**config.mk**
```make
export PLATFORM = sky130hd
export DESIGN_NAME = acdm_core
export DESIGN_NICKNAME = d
export VERILOG_FILES = /design/src/acdm_pkg.sv /design/src/acdm_core.sv /design/src/acdm_axis.sv
export VERILOG_INCLUDE_DIRS = /design/src
export SDC_FILE = /design/constraint.sdc
export NUM_CORES = 2
export LEC_CHECK = 0
export BUFFER_PORTS_ARGS = -buffer_cell sky130_fd_sc_hd__buf_4
export CAP_MARGIN = 20
export CORE_MARGIN = 2
export CORE_UTILIZATION = 50
export DETAILED_ROUTE_END_ITERATION = 8
export PLACE_DENSITY = 0.69
export SLEW_MARGIN = 25
export SYNTH_ARGS = -nofsm -noshare
export SYNTH_HDL_FRONTEND = slang
export SYNTH_SLANG_ARGS = --single-unit
```
**constraint.sdc**
```tcl
create_clock -name clk -period 8.6 [get_ports clk]
set_input_delay 0.43 -clock clk [delete_from_list [all_inputs] [get_ports clk]]
set_output_delay 0.43 -clock clk [all_outputs]
set_load 0.01 [all_outputs]
```
**src/acdm_consts.svh**
```systemverilog
`ifndef ACDM_CONSTS_SVH
`define ACDM_CONSTS_SVH

// Register map offsets
`define ACDM_A_STATUS 8'h00
`define ACDM_A_OUT_X_HI 8'h01
`define ACDM_A_OUT_Z_LO 8'h06
`define ACDM_A_SYSMODE 8'h0B
`define ACDM_A_RANGE 8'h0E
`define ACDM_A_FFMT_CFG 8'h15
`define ACDM_A_FFMT_SRC 8'h16
`define ACDM_A_FFMT_THS 8'h17
`define ACDM_A_FFMT_CNT 8'h18
`define ACDM_A_ASLP_CNT 8'h29
`define ACDM_A_CTRL_A 8'h2A
`define ACDM_A_CTRL_B 8'h2B
`define ACDM_A_CTRL_C 8'h2C
`define ACDM_A_OFF_X 8'h2F
`define ACDM_A_OFF_Z 8'h31

// system_control_a fields
`define ACDM_CA_ACTIVE 0
`define ACDM_CA_FREAD 1
`define ACDM_CA_LOW_NOISE 2
`define ACDM_CA_RATE_LO 3
`define ACDM_CA_RATE_HI 5
`define ACDM_CA_SRATE_LO 6
`define ACDM_CA_SRATE_HI 7
// system_control_b fields
`define ACDM_CB_OS_LO 0
`define ACDM_CB_OS_HI 1
`define ACDM_CB_ASLP_EN 2
`define ACDM_CB_SOS_LO 3
`define ACDM_CB_SOS_HI 4
// system_control_c wake enables
`define ACDM_CC_WAKE_FFMT 3
`define ACDM_CC_WAKE_PULSE 4
`define ACDM_CC_WAKE_ORIENT 5
`define ACDM_CC_WAKE_TRANS 6
// Freefall/motion configuration fields
`define ACDM_FC_HPF 0
`define ACDM_FC_X_EN 3
`define ACDM_FC_Z_EN 5
`define ACDM_FC_MOTION 6

// Reset values
`define ACDM_RST_BYTE 8'h00
`define ACDM_RST_ASLP 8'h08

// Encodings and scaling
`define ACDM_OS_HIRES 2'h2
`define ACDM_OS_LOWPWR 2'h3
`define ACDM_RATE_SLOWEST 3'h7
`define ACDM_RANGE_8G 2'h2
`define ACDM_SENS_UNITY 11'sh100
`define ACDM_FS_POS 12'sh7FF
`define ACDM_FS_NEG 12'sh800
`define ACDM_LN_POS 12'sh400
`define ACDM_LN_NEG 12'shC00
`define ACDM_TAN30_Q8 9'h094
`define ACDM_TAN60_Q8 9'h1BB
`define ACDM_TRIM_LAST 3'h5

// Timing
`define ACDM_CLK_KHZ 20000
`define ACDM_ASLP_TICK_MS 320
`define ACDM_TICK_W 24

`endif

```
**src/acdm_pkg.sv**
```systemverilog
`include "acdm_consts.svh"

package acdm_pkg;

  typedef logic signed [15:0] acdm_raw_t;
  typedef logic signed [11:0] acdm_cnt_t;

  typedef struct packed {
    acdm_raw_t x;
    acdm_raw_t y;
    acdm_raw_t z;
  } acdm_raw_s;

  typedef struct packed {
    logic start;
    logic burst;
    logic rd;
    logic wr;
    logic [7:0] addr;
    logic [7:0] wdata;
  } acdm_reg_req_s;

  typedef struct packed {
    logic [2:0] rate;
    logic [1:0] scheme;
    logic low_noise;
    logic hires_out;
    logic low_power;
    logic active;
    logic sleeping;
  } acdm_mode_s;

  typedef struct packed {
    logic pulse;
    logic transient;
  } acdm_ext_evt_s;

  typedef enum logic [1:0] {
    ACDM_TRIM = 2'b00,
    ACDM_RUN = 2'b01
  } acdm_st_e;

  typedef struct packed {
    acdm_st_e st;
    logic [2:0] trim_idx;
    logic [5:0][7:0] trim;
    logic [7:0] ctrl_a;
    logic [7:0] ctrl_b;
    logic [7:0] ctrl_c;
    logic [7:0] range;
    logic [7:0] ffmt_cfg;
    logic [7:0] ffmt_ths;
    logic [7:0] ffmt_cnt;
    logic [7:0] aslp_cnt;
    logic [2:0][7:0] usr_off;
    logic [5:0][7:0] out;
    logic [2:0][11:0] pend;
    logic [2:0][11:0] pend_hp;
    logic pend_v;
    logic drdy;
    logic ffmt_flag;
    logic [7:0] db_cnt;
    logic landscape;
    logic orient_evt;
    logic sleeping;
    logic [7:0] sleep_cnt;
    logic [`ACDM_TICK_W-1:0] tick_cnt;
    logic [7:0] ptr;
    logic [7:0] rdata;
    logic act_d;
  } acdm_state_s;

endpackage

```
**src/acdm_core.sv**
```systemverilog
`timescale 1ns/1ns
`include "acdm_consts.svh"
module acdm_core #(
  parameter int unsigned ASLP_TICK_CYC = `ACDM_ASLP_TICK_MS * `ACDM_CLK_KHZ
) (
  input wire logic clk,
  input wire logic resetn,
  input wire acdm_pkg::acdm_reg_req_s reg_req,
  output logic [7:0] reg_rdata,
  output logic [2:0] trim_addr,
  input wire logic [7:0] trim_data,
  input wire logic sample_valid,
  input wire acdm_pkg::acdm_raw_s sample_raw,
  input wire logic [2:0][11:0] sample_hp,
  input wire acdm_pkg::acdm_ext_evt_s ext_evt,
  output acdm_pkg::acdm_mode_s mode,
  output logic ffmt_event,
  output logic orient_landscape,
  output logic data_ready
);
  import acdm_pkg::*;

  localparam logic [`ACDM_TICK_W-1:0] TICK_LAST = `ACDM_TICK_W'(ASLP_TICK_CYC - 1);

  acdm_state_s s_r;
  acdm_state_s s_nxt;
  acdm_cnt_t [2:0] conv;

  function automatic logic [11:0] abs12(input logic [11:0] v);
    abs12 = v[11] ? 12'(-v) : v;
  endfunction

  function automatic logic [7:0] abs8(input logic [7:0] v);
    abs8 = v[7] ? 8'(-v) : v;
  endfunction

  // Next address of the auto-incrementing pointer
  function automatic logic [7:0] ptr_next(input logic [7:0] a, input logic fast);
    if (fast && (a == `ACDM_A_OUT_X_HI || a == `ACDM_A_OUT_X_HI + 8'h02)) begin
      ptr_next = a + 8'h02;
    end else if (fast && a == `ACDM_A_OUT_X_HI + 8'h04) begin
      ptr_next = `ACDM_A_OUT_Z_LO + 8'h01;
    end else begin
      ptr_next = a + 8'h01;
    end
  endfunction

  function automatic logic [7:0] rd_val(input acdm_state_s st, input logic [7:0] a);
    rd_val = 8'h00;
    case (a)
      `ACDM_A_STATUS: rd_val = {4'h0, st.drdy, 3'h0};
      `ACDM_A_SYSMODE: rd_val = {6'h00, st.sleeping & st.ctrl_a[`ACDM_CA_ACTIVE],
                                 ~st.sleeping & st.ctrl_a[`ACDM_CA_ACTIVE]};
      `ACDM_A_RANGE: rd_val = st.range;
      `ACDM_A_FFMT_CFG: rd_val = st.ffmt_cfg;
      `ACDM_A_FFMT_SRC: rd_val = {st.ffmt_flag, 7'h00};
      `ACDM_A_FFMT_THS: rd_val = st.ffmt_ths;
      `ACDM_A_FFMT_CNT: rd_val = st.ffmt_cnt;
      `ACDM_A_ASLP_CNT: rd_val = st.aslp_cnt;
      `ACDM_A_CTRL_A: rd_val = st.ctrl_a;
      `ACDM_A_CTRL_B: rd_val = st.ctrl_b;
      `ACDM_A_CTRL_C: rd_val = st.ctrl_c;
      default: begin
        if (a >= `ACDM_A_OUT_X_HI && a <= `ACDM_A_OUT_Z_LO) begin
          rd_val = st.out[3'(a - `ACDM_A_OUT_X_HI)];
        end else if (a >= `ACDM_A_OFF_X && a <= `ACDM_A_OFF_Z) begin
          rd_val = st.usr_off[2'(a - `ACDM_A_OFF_X)];
        end
      end
    endcase
  endfunction

  // Trim bytes 0..2 are gain, 3..5 are zero-g offset
  for (genvar i = 0; i < 3; i++) begin : g_axis
    acdm_axis u_axis (
      .raw(i == 0 ? sample_raw.x : (i == 1 ? sample_raw.y : sample_raw.z)),
      .sens_trim(s_r.trim[i]),
      .fac_off(s_r.trim[i + 3]),
      .usr_off(s_r.usr_off[i]),
      .range(s_r.range[1:0]),
      .low_noise(s_r.ctrl_a[`ACDM_CA_LOW_NOISE]),
      .cnt(conv[i])
    );
  end

  always_comb begin
    logic active;
    logic fast;
    logic motion;
    logic cond;
    logic any_en;
    logic all_below;
    logic any_above;
    logic [7:0] mag;
    logic [19:0] ax;
    logic [19:0] ay;
    logic wake;
    logic tick;
    logic [3:0] idx;
    active = 1'b0;
    fast = 1'b0;
    motion = 1'b0;
    cond = 1'b0;
    any_en = 1'b0;
    all_below = 1'b1;
    any_above = 1'b0;
    mag = 8'h00;
    ax = 20'h00000;
    ay = 20'h00000;
    wake = 1'b0;
    tick = 1'b0;
    idx = 4'h0;
    s_nxt = s_r;
    s_nxt.orient_evt = 1'b0;
    active = s_r.ctrl_a[`ACDM_CA_ACTIVE];
    fast = s_r.ctrl_a[`ACDM_CA_FREAD];
    motion = s_r.ffmt_cfg[`ACDM_FC_MOTION];
    s_nxt.act_d = active;

    case (s_r.st)
      ACDM_TRIM: begin
        s_nxt.trim[s_r.trim_idx] = trim_data;
        s_nxt.trim_idx = s_r.trim_idx + 3'h1;
        if (s_r.trim_idx == `ACDM_TRIM_LAST) begin
          s_nxt.st = ACDM_RUN;
        end
      end
      ACDM_RUN: begin
        // Register port: pointer load, read with advance, write with advance
        if (reg_req.start) begin
          s_nxt.ptr = reg_req.addr;
        end else if (reg_req.rd) begin
          s_nxt.rdata = rd_val(s_r, s_r.ptr);
          s_nxt.ptr = ptr_next(s_r.ptr, fast);
          if (s_r.ptr == `ACDM_A_OUT_X_HI) begin
            s_nxt.drdy = 1'b0;
          end
          if (s_r.ptr == `ACDM_A_FFMT_SRC) begin
            s_nxt.ffmt_flag = 1'b0;
          end
        end else if (reg_req.wr) begin
          s_nxt.ptr = ptr_next(s_r.ptr, fast);
          case (s_r.ptr)
            `ACDM_A_RANGE: s_nxt.range = {6'h00, reg_req.wdata[1:0]};
            `ACDM_A_FFMT_CFG: s_nxt.ffmt_cfg = reg_req.wdata;
            `ACDM_A_FFMT_THS: s_nxt.ffmt_ths = reg_req.wdata;
            `ACDM_A_FFMT_CNT: s_nxt.ffmt_cnt = reg_req.wdata;
            `ACDM_A_ASLP_CNT: s_nxt.aslp_cnt = reg_req.wdata;
            `ACDM_A_CTRL_A: s_nxt.ctrl_a = reg_req.wdata;
            `ACDM_A_CTRL_B: s_nxt.ctrl_b = reg_req.wdata;
            `ACDM_A_CTRL_C: s_nxt.ctrl_c = reg_req.wdata;
            default: begin
              if (s_r.ptr >= `ACDM_A_OFF_X && s_r.ptr <= `ACDM_A_OFF_Z) begin
                s_nxt.usr_off[2'(s_r.ptr - `ACDM_A_OFF_X)] = reg_req.wdata;
              end
            end
          endcase
        end

        // Commit held sample once no burst is in flight
        if (s_r.pend_v && !reg_req.burst) begin
          for (int i = 0; i < 3; i++) begin
            idx = 4'(2 * i);
            s_nxt.out[idx] = s_r.pend[i][11:4];
            s_nxt.out[idx + 4'h1] = {s_r.pend[i][3:0], 4'h0};
          end
          s_nxt.pend_v = 1'b0;
          s_nxt.drdy = 1'b1;

          // Shared freefall/motion channel on high-byte magnitudes
          for (int i = 0; i < 3; i++) begin
            if (s_r.ffmt_cfg[`ACDM_FC_X_EN + i]) begin
              any_en = 1'b1;
              if (motion && s_r.ffmt_cfg[`ACDM_FC_HPF]) begin
                mag = abs8(s_r.pend_hp[i][11:4]);
              end else begin
                mag = abs8(s_r.pend[i][11:4]);
              end
              if (mag > s_r.ffmt_ths) begin
                any_above = 1'b1;
              end
              if (mag >= s_r.ffmt_ths) begin
                all_below = 1'b0;
              end
            end
          end
          cond = any_en && (motion ? any_above : all_below);
          if (cond) begin
            if (s_r.db_cnt >= s_r.ffmt_cnt) begin
              s_nxt.ffmt_flag = 1'b1;
            end else begin
              s_nxt.db_cnt = s_r.db_cnt + 8'h01;
            end
          end else begin
            s_nxt.db_cnt = 8'h00;
          end

          // Fixed-hysteresis orientation on X/Y
          ax = 20'(abs12(s_r.pend[0])) * 20'(`ACDM_TAN30_Q8);
          ay = {abs12(s_r.pend[1]), 8'h00};
          if (!s_r.landscape && ay < ax) begin
            s_nxt.landscape = 1'b1;
            s_nxt.orient_evt = 1'b1;
          end
          ax = 20'(abs12(s_r.pend[0])) * 20'(`ACDM_TAN60_Q8);
          if (s_r.landscape && ay > ax) begin
            s_nxt.landscape = 1'b0;
            s_nxt.orient_evt = 1'b1;
          end
        end

        // A new sample replaces any uncommitted one
        if (sample_valid && active) begin
          for (int i = 0; i < 3; i++) begin
            s_nxt.pend[i] = conv[i];
            s_nxt.pend_hp[i] = sample_hp[i];
          end
          s_nxt.pend_v = 1'b1;
        end

        // Auto sleep: time-out ticks while no enabled event arrives
        wake = (s_r.ctrl_c[`ACDM_CC_WAKE_FFMT] && s_nxt.ffmt_flag && !s_r.ffmt_flag)
             || (s_r.ctrl_c[`ACDM_CC_WAKE_PULSE] && ext_evt.pulse)
             || (s_r.ctrl_c[`ACDM_CC_WAKE_ORIENT] && s_nxt.orient_evt)
             || (s_r.ctrl_c[`ACDM_CC_WAKE_TRANS] && ext_evt.transient);
        tick = (s_r.tick_cnt == TICK_LAST);
        s_nxt.tick_cnt = tick ? '0 : s_r.tick_cnt + `ACDM_TICK_W'(1);
        if (!active || !s_r.ctrl_b[`ACDM_CB_ASLP_EN] || wake) begin
          s_nxt.sleep_cnt = 8'h00;
          s_nxt.sleeping = 1'b0;
          s_nxt.tick_cnt = '0;
        end else if (tick) begin
          if (s_r.sleep_cnt >= s_r.aslp_cnt) begin
            s_nxt.sleeping = 1'b1;
          end else begin
            s_nxt.sleep_cnt = s_r.sleep_cnt + 8'h01;
          end
        end

        // Entering active clears flags, debounce and sleep state; orientation, output bytes and settings kept
        if (active && !s_r.act_d) begin
          s_nxt.drdy = 1'b0;
          s_nxt.ffmt_flag = 1'b0;
          s_nxt.db_cnt = 8'h00;
          s_nxt.pend_v = sample_valid;
          s_nxt.sleep_cnt = 8'h00;
          s_nxt.sleeping = 1'b0;
          s_nxt.tick_cnt = '0;
        end
      end
      default: begin
        s_nxt.st = ACDM_TRIM;
      end
    endcase
  end

  always_ff @(posedge clk) begin
    if (!resetn) begin
      s_r <= '0;
      s_r.st <= ACDM_TRIM;
      s_r.aslp_cnt <= `ACDM_RST_ASLP;
      s_r.ctrl_a <= `ACDM_RST_BYTE;
      s_r.ctrl_b <= `ACDM_RST_BYTE;
    end else begin
      s_r <= s_nxt;
    end
  end

  assign reg_rdata = s_r.rdata;
  assign trim_addr = s_r.trim_idx;
  assign ffmt_event = s_r.ffmt_flag;
  assign orient_landscape = s_r.landscape;
  assign data_ready = s_r.drdy;

  always_comb begin
    mode.active = s_r.ctrl_a[`ACDM_CA_ACTIVE];
    mode.sleeping = s_r.sleeping && s_r.ctrl_a[`ACDM_CA_ACTIVE];
    mode.low_noise = s_r.ctrl_a[`ACDM_CA_LOW_NOISE];
    if (mode.sleeping) begin
      mode.rate = {1'b1, s_r.ctrl_a[`ACDM_CA_SRATE_HI:`ACDM_CA_SRATE_LO]};
      mode.scheme = s_r.ctrl_b[`ACDM_CB_SOS_HI:`ACDM_CB_SOS_LO];
    end else begin
      mode.rate = s_r.ctrl_a[`ACDM_CA_RATE_HI:`ACDM_CA_RATE_LO];
      mode.scheme = s_r.ctrl_b[`ACDM_CB_OS_HI:`ACDM_CB_OS_LO];
    end
    mode.hires_out = (mode.scheme == `ACDM_OS_HIRES);
    mode.low_power = (mode.scheme == `ACDM_OS_LOWPWR)
                   || (mode.rate == `ACDM_RATE_SLOWEST);
  end
endmodule // acdm_core

```
**src/acdm_axis.sv**
```systemverilog
`timescale 1ns/1ns
`include "acdm_consts.svh"
module acdm_axis (
  input wire acdm_pkg::acdm_raw_t raw,
  input wire logic [7:0] sens_trim,
  input wire logic [7:0] fac_off,
  input wire logic [7:0] usr_off,
  input wire logic [1:0] range,
  input wire logic low_noise,
  output acdm_pkg::acdm_cnt_t cnt
);
  import acdm_pkg::*;

  logic signed [10:0] gain;
  logic signed [26:0] prod;
  logic signed [18:0] corr;
  logic signed [18:0] scaled;
  logic signed [18:0] hi_lim;
  logic signed [18:0] lo_lim;

  // Factory gain trim is a signed Q8 correction around unity
  assign gain = `ACDM_SENS_UNITY + 11'(signed'(sens_trim));
  assign prod = 27'(raw) * 27'(gain);
  // Raw data is in 1/1024 g; user offset steps are two of those
  assign corr = 19'(prod >>> 8) + 19'(signed'(fac_off)) + (19'(signed'(usr_off)) <<< 1);
  // Shift sets 1024, 512, 256 or 128 counts per g
  assign scaled = corr >>> range;
  // Low noise caps the usable span at 4g, in the 8g range only
  assign hi_lim = (low_noise && range == `ACDM_RANGE_8G) ? 19'(`ACDM_LN_POS)
                                                       : 19'(`ACDM_FS_POS);
  assign lo_lim = (low_noise && range == `ACDM_RANGE_8G) ? 19'(`ACDM_LN_NEG)
                                                       : 19'(`ACDM_FS_NEG);

  always_comb begin
    if (scaled > hi_lim) begin
      cnt = 12'(hi_lim);
    end else if (scaled < lo_lim) begin
      cnt = 12'(lo_lim);
    end else begin
      cnt = 12'(scaled);
    end
  end
endmodule // acdm_axis

```
==> flow_summary_export.csv <==
group,metric,value,unit
run_status,status,"finished with violations",
run_status,violations,"setup timing",
setup_path,cp.required,9040,ps
power,ir_worst_vdd,0.309,mV
power,switching_share,0.432,
flow_run,maxCapViolations,0,
drt,finalWirelength,118,mm
die,start_util,0.507,
power,clkPwrFrac,0.113,
place,finalWeightedCongestion,0.955,
synth,ys_seq_elements,292,
place,placed_cell_area,46300,sq um
setup_path,worstSetupPathType,"reg -> reg",
setup_path,startpoint_type,"flip-flop",
final_layout,final_cell_mix,"inv_1 (711), buf_4 (682), nand2_1 (661)",
synth,synth_cells,4963,
place,port_buffers,128,
die,rows,104,
synth,yosysTopAreaCellShare,0.237,
final_layout,fin_nets,6540,
drt,ant_nets,0,
setup_path,ff2ff_path_depth,44,
cts,cts_tree,"yes",
cts,insertion_delay,590,ps
synth,syn_area,41000,sq um
grt,grt_usage,0.280,
setup_path,end_kind,"flip-flop",
setup_path,cp_num_cells,44,
sta,timing.fmax,0.110,GHz
sta,fin_crit_sh,1.06,
synth,synth.largest_area_cell,"fa_1",
die,top_level_ports,141,
setup_path,crit_family,"compound AO/OA/AOI/OAI gates",
drt,drc,0,
power,leakagePower,23.6,nW
setup_path,startpoint,"s_r[275]",
power,p_int,7.59,mW
grt,grt_max_degree,118,
synth,yosysSeqAreaShare,0.143,
sta,rsz0062_at_grt,"yes",
synth,synth_edf_count,0,
synth,synth.avg_cell_area,8.25,sq um
setup_path,worst-path-max-fanout,6,
sta,setup_ws,-505,ps
final_layout,area_growth,21.4,%
sta,relSlewSlack,0.307,
grt,grt-ovfl-total,0,
sta,slew_violations,0,
min_path,hold_path_class,"in -> reg",
synth,ys.flop_type,"dfxtp_1",
sta,setup_viol,33,
setup_path,critPathBufInv,10,
cts,clock-root-buffer,"clkbuf_16",
synth,synth.area.top_cells,"fa_1 (24%), dfxtp_1 (14%), ha_1 (14%)",
final_layout,diodes,0,
cts,numCtsBuffers,36,
drt,routedWlPerCell,18.1,microns
grt,grt_pass1_vias,36800,
setup_path,timing.rr.end,"s_r[107]",
final_layout,final_area,49700,sq um
sta,fin_crit,9100,ps
die,die_y,290,microns
power,seqPwrFrac,0.105,
power,p_sw,5.78,mW
drt,viasPerCell,5.57,
cts,htreeDepth,2,
cts,cts_sinks,292,
final_layout,postLayoutCoreUtil,0.615,
setup_path,worstPathArrival,9550,ps
place,dpl.hpwl,91.7,mm
setup_path,cpPeakStageDelay,540,ps
die,core_area,80800,sq um
drt,vias,36500,
sta,hold_viol,0,
cts,clockBufferDepth,3,
min_path,whs_path_depth,3,
die,chipWidth,290,microns
setup_path,rr_startpoint,"s_r[275]",
drt,firstDrtPassIters,6,
cts,clkTransAtPathRegs,60,ps
sta,finClkSkew,32.2,ps
grt,grt_pass1_wl,192,mm
synth,async_reset_ff_frac,0,
synth,yosysWarnings,0,
sta,tns,-11130,ps
setup_path,critPathSlowestCell,"fa_1",
power,pwr-share-comb,0.781,
min_path,hold_end,"s_r[69]",
final_layout,layout-drive-gt1-share,0.199,
sta,tightest_slew,1030,ps
synth,syn_nets,6031,
synth,synthDistinctLibCells,90,
drt,drt_iter0_drc,2706,
die,dieArea,84200,sq um
final_layout,nFillCells,6947,
setup_path,reg2reg_setup_slack,-500,ps
grt,antenna_found_initial,1,
min_path,hp-start,"sample_hp[6]",
final_layout,final_common_cell,"inv_1",
power,powerDensity,269,nW/um^2
-- cells in the mapped netlist (7+ instances only) --
master,number
a211o_1,7
a211oi_1,25
a21boi_0,8
a21o_1,69
a21oi_1,330
a221oi_1,16
a22oi_1,25
a31oi_1,24
and2_1,143
and3_1,37
and4_1,8
buf_1,15
buf_4,13
clkbuf_1,223
dfxtp_1,292
fa_1,486
ha_1,465
inv_1,721
mux2_2,9
mux2i_1,102
mux4_2,9
nand2_1,677
nand2b_1,42
nand3_1,91
nand4_1,46
nor2_1,232
nor2b_1,84
nor3_1,87
nor3b_1,8
nor4_1,13
o211a_1,7
o211ai_1,37
o21a_1,34
o21ai_0,179
o21bai_1,11
o22ai_1,21
o31a_1,7
o31ai_1,24
or2_2,13
or3_1,28
xnor2_1,122
xor2_1,69
-- tightest hold or removal path: cells and delay by family --
kind            cells  cell delay, ps
buf+inv             1             110
compound gates      1              50
simple gates        1              40
-- flip-flops by register name, summed over array words and instances, names as in the netlist --
signal	cells
data_ready	1
ffmt_event	1
mode	2
orient_landscape	1
reg_rdata	8
s_r	276
trim_addr	3
-- power by group through the flow --
stage	clock network (mW)	logic (mW)	registers, mW
3_3_place_gp	0	8.48	1.43
6_report	1.52	10.4	1.41
5_1_grt	1.58	11.5	1.41
3_5_place_dp	0	8.62	1.43
4_1_cts	1.54	9.70	1.41
2_1_floorplan	0	5.39	1.41
-- stage by stage --
step	power, mW	setup WS, ps	instances	hold slack (ps)
detailed placement	10.1	-722	6386	447
CTS	12.6	-323	6532	77.0
global route	14.5	-887	6556	92.0
finish	13.4	-505	6556	92.1
floorplan	6.80	-30.4	4963	429
global placement	9.91	-566	6386	440
-- metal layers --
| layer | wire length [microns] | global-route usage | part of all wire | up-vias |
|---|---|---|---|---|
| li1 | - | - | - | 17400 |
| met1 | 51100 | 0.377 | 0.43 | 17900 |
| met2 | 54800 | 0.462 | 0.46 | 1072 |
| met3 | 7830 | 0.0408 | 0.066 | 228 |
| met4 | 4610 | 0.0979 | 0.039 | 0 |
| met5 | 0 | 0 | 0 | - |
-- how the worst max path moves through the flow --
stage / endpoint / slack (ps)
after floorplan: s_r[100] / -30
after global placement: s_r[112] / -570
after detailed placement: s_r[127] / -720
after CTS: s_r[114] / -320
after global routing: s_r[99] / -890
final: s_r[107] / -500
-- kinds of logic after synthesis --
logic type,count (synthesis),synth area share
multiplexers,120,0.0323
AND/OR/NAND/NOR,1534,0.175
AO/OA/AOI/OAI,899,0.138
adder cells (fa/ha/maj),951,0.380
XOR/XNOR,192,0.0414
buffers and inverters,975,0.0906
flip-flops,292,0.143
-- layout make-up --
| cell class | count | area (sq um) | area share |
|---|---|---|---|
| timing repair buffer | 723 | 5740 | 0.115 |
| clock buffer | 47 | 1000 | 0.0202 |
| sequential | 292 | 5890 | 0.119 |
| clock inverter | 15 | 135 | 0.00272 |
| inverter | 722 | 2720 | 0.0547 |
| multi-input combinational | 3697 | 32900 | 0.662 |
| tap | 1060 | 1330 | 0.0267 |
-- timing repair --
action	4_1_cts	5_1_grt
pin swaps	120	89
gates cloned	4	2
hold buffers	0	0
resized for setup	182	139
buffers inserted	82	29
endpoints found under the setup margin	34	67
(Power assumes the default switching activity.)
